<file path="src/sem_host_pkg.sv">
// Purpose: shared constants and carriers for the token-space host controller
// Assumes: one port of a dual-ported part with eight token flags
// Notes: pin timing counts are derived from the 40 MHz system clock
`default_nettype none
package sem_host_pkg;
    localparam int CLK_MHZ = 40;
    localparam int FLAG_INDEX_W = 3;
    localparam int FLAG_COUNT = 8;
    localparam int DATA_W = 16;
    // least strobe width on the pins, in ns, rounded up to cycles
    localparam int STROBE_NS = 50;
    localparam int STROBE_CYC = (STROBE_NS * CLK_MHZ + 999) / 1000;
    // least gap with select or read enable high between two accesses
    localparam int GAP_NS = 25;
    localparam int GAP_CYC = (GAP_NS * CLK_MHZ + 999) / 1000;
    localparam logic [DATA_W-1:0] ALL_ONES = 16'hffff;

    typedef enum logic [1:0] {
        OP_ACQUIRE = 2'h0,
        OP_RELEASE = 2'h1,
        OP_POLL = 2'h2,
        OP_INIT = 2'h3
    } sem_op_t;

    typedef struct packed {
        sem_op_t op;
        logic [FLAG_INDEX_W-1:0] flag;
    } sem_cmd_t;

    typedef struct packed {
        logic tokenSpaceSelectN;
        logic chipEnableN;
        logic writeN;
        logic readDriveEnableN;
        logic [FLAG_INDEX_W-1:0] flagIndexLines;
    } sem_pins_t;
endpackage
`default_nettype wire

</file>
<file path="src/sem_host.sv">
// Purpose: drives the token-space pins of a dual-ported part for one port
// Assumes: the part is clockless; data pins are sampled through three flops
// Notes: acquire is write zero then read back; init frees all eight flags
`default_nettype none
// Contract
// RULE1: select low, index lines pick flag
// RULE2: device uses only data bit zero
// RULE3: free flag taken reads zero here
// RULE4: owner writing one frees the flag
// RULE5: refused zero waits in request latch
// RULE6: read value fills every data bit
// RULE7: read value latched at select plus enable
// RULE8: drop select between repeated reads
// RULE9: held elsewhere: latch zero, reads one
// RULE10: request by write then read back
// RULE11: after failure, reread or write one
// RULE12: first zero latch owns until one
// RULE13: owner release hands token over
// RULE14: simultaneous requests yield one winner
// RULE15: write one to every flag at start
module sem_host #(
    parameter int STROBE_CYCLES = sem_host_pkg::STROBE_CYC,
    parameter int GAP_CYCLES = sem_host_pkg::GAP_CYC
) (
    input wire logic sys_clk,
    input wire logic resetn,
    input wire sem_host_pkg::sem_cmd_t cmd,
    input wire logic cmdValid,
    output logic cmdReady,
    output logic done,
    output logic granted,
    output sem_host_pkg::sem_pins_t pins,
    output logic [sem_host_pkg::DATA_W-1:0] dataOut,
    output logic dataOutEnable,
    input wire logic [sem_host_pkg::DATA_W-1:0] dataIn
);
    import sem_host_pkg::*;

    // ----------------------------------------
    // parameter checks
    // ----------------------------------------
    // last step of each phase as the step counter sees it
    localparam int WRITE_LAST = STROBE_CYCLES - 1;
    localparam int GAP_LAST = GAP_CYCLES - 1;
    // the read strobe runs three steps longer so the word can reach the
    // last synchroniser stage while the part still drives it
    localparam int READ_LAST = STROBE_CYCLES + 2;
    // the step counter is eight bits wide
    localparam int COUNT_MAX = 255;
    if (STROBE_CYCLES < 1 || READ_LAST > COUNT_MAX) begin : gen_bad_strobe
        $error("strobe cycle count does not fit the step counter");
    end
    if (GAP_CYCLES < 1 || GAP_LAST > COUNT_MAX) begin : gen_bad_gap
        $error("gap cycle count does not fit the step counter");
    end
    // the index lines must reach every flag and no more
    if (FLAG_COUNT != 2 ** FLAG_INDEX_W) begin : gen_bad_flags
        $error("flag count does not match the index width");
    end

    // ----------------------------------------
    // state
    // ----------------------------------------
    typedef enum logic [5:0] {
        S_IDLE = 6'b000001,
        S_WRITE = 6'b000010,
        S_GAP = 6'b000100,
        S_READ = 6'b001000,
        S_RGAP = 6'b010000,
        S_DONE = 6'b100000
    } state_t;

    state_t state;
    sem_op_t op;
    logic [FLAG_INDEX_W-1:0] flag;
    logic writeBit;
    logic [7:0] count;
    // three stages: the part answers on its own timing, not on sys_clk
    logic [DATA_W-1:0] syncA;
    logic [DATA_W-1:0] syncB;
    logic [DATA_W-1:0] syncC;
    logic won;

    // ----------------------------------------
    // data input synchroniser
    // ----------------------------------------
    always_ff @(posedge sys_clk or negedge resetn) begin
        if (!resetn) begin
            syncA <= '0;
            syncB <= '0;
            syncC <= '0;
        end else begin
            syncA <= dataIn;
            syncB <= syncA;
            syncC <= syncB;
        end
    end

    // whole word must agree as all zeros; a stray bit means not won [RULE6]
    assign won = (syncB == '0) && (syncC == '0);

    // ----------------------------------------
    // sequencer
    // ----------------------------------------
    always_ff @(posedge sys_clk or negedge resetn) begin
        if (!resetn) begin
            state <= S_IDLE;
            op <= OP_POLL;
            flag <= '0;
            writeBit <= 1'b1;
            count <= '0;
            done <= 1'b0;
            cmdReady <= 1'b0;
        end else begin
            done <= 1'b0;
            cmdReady <= 1'b0;
            unique case (state)
                S_IDLE: begin
                    cmdReady <= 1'b1;
                    if (cmdValid && cmdReady) begin
                        cmdReady <= 1'b0;
                        op <= cmd.op;
                        flag <= cmd.op == OP_INIT ? '0 : cmd.flag;
                        count <= '0;
                        // acquire writes zero; release and init write one
                        writeBit <= cmd.op != OP_ACQUIRE; // [RULE15]
                        // poll skips the write so a failed request is reread
                        state <= cmd.op == OP_POLL ? S_READ : S_WRITE; // [RULE11]
                    end
                end
                S_WRITE: begin
                    count <= count + 8'h01;
                    if (count == 8'(WRITE_LAST)) begin
                        count <= '0;
                        state <= S_GAP;
                    end
                end
                S_GAP: begin
                    count <= count + 8'h01;
                    if (count == 8'(GAP_LAST)) begin
                        count <= '0;
                        if (op == OP_INIT) begin
                            if (flag == FLAG_INDEX_W'(FLAG_COUNT - 1)) begin
                                state <= S_DONE;
                            end else begin
                                flag <= flag + FLAG_INDEX_W'(1); // [RULE15]
                                state <= S_WRITE;
                            end
                        end else if (op == OP_RELEASE) begin
                            state <= S_DONE;
                        end else begin
                            // read only after the write, never before [RULE10]
                            state <= S_READ;
                        end
                    end
                end
                S_READ: begin
                    count <= count + 8'h01;
                    // strobe held long enough for the word to reach the
                    // last synchroniser stage before it is released
                    if (count == 8'(READ_LAST)) begin
                        count <= '0;
                        state <= S_RGAP;
                    end
                end
                S_RGAP: begin
                    // select released so the next read latches afresh [RULE8]
                    count <= count + 8'h01;
                    if (count == 8'(GAP_LAST)) begin
                        count <= '0;
                        state <= S_DONE;
                    end
                end
                S_DONE: begin
                    done <= 1'b1;
                    state <= S_IDLE;
                end
                default: state <= S_IDLE;
            endcase
        end
    end

    // ----------------------------------------
    // ownership flag
    // ----------------------------------------
    // taken at the end of the gap after the read: both compared stages
    // then hold samples from inside the strobe, never a released bus
    always_ff @(posedge sys_clk or negedge resetn) begin
        if (!resetn) begin
            granted <= 1'b0;
        end else if (state == S_RGAP && count == 8'(GAP_LAST)) begin
            granted <= won; // [RULE10]
        end else if (state == S_GAP && op == OP_RELEASE
            && count == 8'(GAP_LAST)) begin
            // a release gives the token back or withdraws a request [RULE11]
            granted <= 1'b0;
        end
    end

    // ----------------------------------------
    // pin drive
    // ----------------------------------------
    always_ff @(posedge sys_clk or negedge resetn) begin
        if (!resetn) begin
            pins <= '{1'b1, 1'b1, 1'b1, 1'b1, '0};
            dataOut <= '0;
            dataOutEnable <= 1'b0;
        end else begin
            pins.flagIndexLines <= flag; // [RULE1]
            pins.tokenSpaceSelectN <= !(state == S_WRITE
                || state == S_READ); // [RULE1]
            // memory array stays deselected: only the token space is used
            pins.chipEnableN <= 1'b1;
            pins.writeN <= !(state == S_WRITE);
            pins.readDriveEnableN <= !(state == S_READ); // [RULE7]
            // request value goes on bit zero only [RULE2]
            dataOut <= {{(DATA_W-1){1'b0}}, writeBit};
            dataOutEnable <= state == S_WRITE;
        end
    end
endmodule
`default_nettype wire

</file>
<file path="config.mk">
export PLATFORM = sky130hd
export DESIGN_NAME = sem_host
export DESIGN_NICKNAME = d
export VERILOG_FILES = /design/src/sem_host_pkg.sv /design/src/sem_host.sv
export SDC_FILE = /design/constraint.sdc
export NUM_CORES = 1
export LEC_CHECK = 0
export BUFFER_PORTS_ARGS = -buffer_cell sky130_fd_sc_hd__buf_4
export CAP_MARGIN = 30
export CORE_MARGIN = 1.5
export CORE_UTILIZATION = 55
export DETAILED_ROUTE_END_ITERATION = 8
export PLACE_DENSITY_LB_ADDON = 0.12
export SLEW_MARGIN = 10
export SYNTH_ARGS = -nofsm -noshare
export SYNTH_HDL_FRONTEND = slang
export SYNTH_SLANG_ARGS = --single-unit
</file>
<file path="constraint.sdc">
create_clock -name sys_clk -period 2.45 [get_ports sys_clk]
set_input_delay 0.1225 -clock sys_clk [delete_from_list [all_inputs] [get_ports sys_clk]]
set_output_delay 0.1225 -clock sys_clk [all_outputs]
set_load 0.02 [all_outputs]
</file>
==> flow_summary.ini <==
[critical_path]
r2r_slack_ns = 0.41
path_cells = nor3_2, and4_2, a21oi_4, a21oi_1, o211ai_1
critPathMaxFanout = 7
reg2reg_from = count[5]$_DFFE_PN0P_
crit_family = compound AO/OA/AOI/OAI gates
r2r_cells = 5
end_kind = register
crit_type = reg -> reg
arrival_ns = 2.24
critPathLaunchType = register
max_stage_delay_ns = 0.49
required_ns = 2.64
path_buf_inv = 0
cp_slowest_cell = a21oi_1
reg2reg_to = count[6]$_DFFE_PN0P_

[global_route]
grt_util_met2_pct = 30.8
grt_pass1_wl_mm = 8.56
track_usage_pct = 18.9
grt_max_degree = 80
grt_pass1_vias = 1848
grt_busiest_layer = met2
grt.met3_usage_pct = 7.06
overflow = 0
use_met1_pct = 23.4
antenna_found_initial = 0

[sta]
drv_slew = 0
fmax_mhz = 489
skew_ns = 0.00515
tightestPinTransition_ns = 0.584
final_critical_path_setup_slack_ns = 0.406
fin_tns_setup_ns = 0
finalCritPeriodShare_pct = 83.4
rsz0062_at_grt = no
maxSlewHeadroom_pct = 61.1
setup_viol = 0
hold_violations = 0
period_needed_ns = 2.04

[place]
io_buffers = 34
pre_cts_ws_ns = 0.441
dpl-instance-area_mm2 = 0.00329
dp_hpwl_mm = 3.08
place.gp.congestion = 0.837

[routing]
wl_per_cell_um = 13.9
postRouteAntennaNets = 0
drt_pre_antenna_iters = 4
dr_total_vias = 1845
wirelength_mm = 5.04
drcViolationCount = 0
viasPerCell = 5.10
first_iter_violations = 95

[clock_tree]
root_buffer = clkbuf_8
cts_resized = 0
cts_buffer_depth = 2
cts_num_sinks = 79
clock_latency_ns = 0.34
cts_buffers = 9
cts.clk_slew.worst_paths_ns = 0.08
cts_max_level = 3
cts_tree = built

[die]
initial_core_util_pct = 58.4
ios = 51
die_area_mm2 = 0.00598
die_y_um = 77.3
placeableCoreArea_mm2 = 0.00520
num_rows = 26
fp.dieW_um = 77.3

[cells_and_area]
n_antenna_cell = 0
design_area_mm2 = 0.00370
fin_nets = 316
layout-drive-gt1-share_pct = 26.7
finish.utilization_pct = 71.1
syn_to_final_growth_pct = 21.8

[yosys]
syn-mean-instance-area_um2 = 13.3
synthArstFlopShare_pct = 100
ys.flop_type = dfrtp_1
yosysSeqAreaShare_pct = 65.3
ys_warn_count = 0
ys_ff_latch = 79
synth_cell_type_count = 51
synth-edff-count = 0
synthCells = 229
netlist_area_mm2 = 0.00304

[worst_hold_path]
hp-start = cmd[0]
hold_path_class = in -> reg
worstHoldEndpoint = flag[0]$_DFFE_PN0P_
whs_path_depth = 3

[power_and_ir_drop]
switching_share_pct = 31.3
pwr-share-seq_pct = 46.9
comb_power_share_pct = 24.7
design_power_total_uw = 3490
intPower_uw = 2400
p_clk_share_pct = 28.3
ir_worst_vdd_v = 0.000568
p_leak_uw = 0.00165
power_density_mw_per_mm2 = 943
power_switching_uw = 1090

[run_status]
status = finished clean

[job]
maxCapViolations = 0
## final cells by class
| class | count | area, µm² |
|---|---|---|
| multi-input combinational | 140 | 942 |
| timing repair buffer | 52 | 453 |
| clock buffer | 11 | 151 |
| inverter | 5 | 18.8 |
| fill | 368 | 1500 |
| tap | 70 | 87.6 |
| sequential | 79 | 1980 |
| clock inverter | 5 | 63.8 |
## registers in the layout, summed over array words and instances (netlist names)
name and count:
state 6, pins 6, cmdReady 1, dataOut 1, writeBit 1, granted 1
count 8, syncB 16, syncC 16, flag 3, syncA 16, done 1
op 2, dataOutEnable 1
## synthesized netlist by cell type (2+ instances only)
cell	n	area [µm²]
dfrtp_1	73	1830
nand2_1	17	63.8
buf_4	16	120
nor2_1	13	48.8
nor4_1	9	56.3
nand3_1	8	40.0
dfstp_2	6	158
o21ai_0	6	30.0
ha_1	5	62.6
inv_1	5	18.8
nand4_1	5	31.3
o211ai_1	5	37.5
a21oi_1	4	20.0
a31oi_1	4	25.0
nand2b_1	4	25.0
and3_1	3	18.8
mux2_2	3	33.8
nor2b_1	3	18.8
o22ai_1	3	18.8
a21o_1	2	15.0
buf_6	2	22.5
conb_1	2	7.51
nand2_2	2	12.5
nor4_4	2	42.5
## logic make-up after synthesis
group,synth area share [%]
buf+inv,5.43
mux,1.44
flops,65.3
other cells,0.247
compound gates,10.3
simple gates,15.0
fa+ha+maj,2.06
xor+xnor,0.288
## how the worst max path moves through the flow
stage	from	end	slack, ns	depth (start not counted)
detailed placement	count[5]$_DFFE_PN0P_	count[6]$_DFFE_PN0P_	0.44	5
global route	count[5]$_DFFE_PN0P_	count[6]$_DFFE_PN0P_	0.27	5
global placement	state[4]$_DFFE_PN0P_	flag[0]$_DFFE_PN0P_	0.48	5
CTS	count[5]$_DFFE_PN0P_	count[6]$_DFFE_PN0P_	0.41	5
finish	count[5]$_DFFE_PN0P_	count[6]$_DFFE_PN0P_	0.41	5
floorplan	count[5]$_DFFE_PN0P_	state[3]$_DFFE_PN0P_	0.67	5
## power by group through the flow
stage | clock (µW) | combinational, µW | sequential (µW)
floorplan | 0 | 578 | 1700
CTS | 1020 | 860 | 1640
finish | 989 | 864 | 1640
global route | 1080 | 933 | 1660
detailed placement | 0 | 835 | 1660
global placement | 0 | 829 | 1650
## placed cells by master (no fill, tap or decap), types with 2 or more instances in the layout
| cell | count |
|---|---|
| a31oi_1 | 4 |
| ha_1 | 5 |
| a21o_1 | 2 |
| nand2_1 | 17 |
| conb_1 | 16 |
| a21oi_1 | 4 |
| o22ai_1 | 3 |
| nor4_1 | 9 |
| mux2_2 | 3 |
| nand4_1 | 5 |
| inv_1 | 5 |
| nor2b_1 | 3 |
| o211ai_1 | 5 |
| nor2_1 | 13 |
| nand2_2 | 2 |
| nand3_1 | 8 |
| nor4_4 | 2 |
| dfstp_2 | 6 |
| and3_1 | 3 |
| clkinv_4 | 2 |
| dlygate4sd3_1 | 17 |
| buf_4 | 34 |
| o21ai_0 | 6 |
| clkbuf_8 | 11 |
| dfrtp_1 | 73 |
| nand2b_1 | 4 |
## routing by layer
layer  share of wire [%]  wire, µm  vias to the layer above
met2                  50      2520                       41
met4                 1.4        73                        0
met3                 4.8       242                        7
met1                  44      2200                      902
li1                    -         -                      895
met5                   0         0                        -
## worst reg2reg max path, stage by stage, from the launching register on
cell and delay, ns:
dfrtp_1 0.48, nor3_2 0.29, and4_2 0.37, a21oi_4 0.07, a21oi_1 0.49, o211ai_1 0.21
## stage by stage
| step | hold slack (ns) | instances |
|---|---|---|
| 6_report | 0.0205 | 362 |
| 5_1_grt | 0.0353 | 362 |
| 4_1_cts | 0.00444 | 361 |
| 3_5_place_dp | 0.233 | 328 |
| 3_3_place_gp | 0.231 | 328 |
| 2_1_floorplan | -0.173 | 243 |
## repair_timing
action	CTS	global route
setup buffers	0	0
hold buffers	17	0
endpoints found under the hold margin	89	0
No activity file was read; power rests on OpenSTA's default activity.
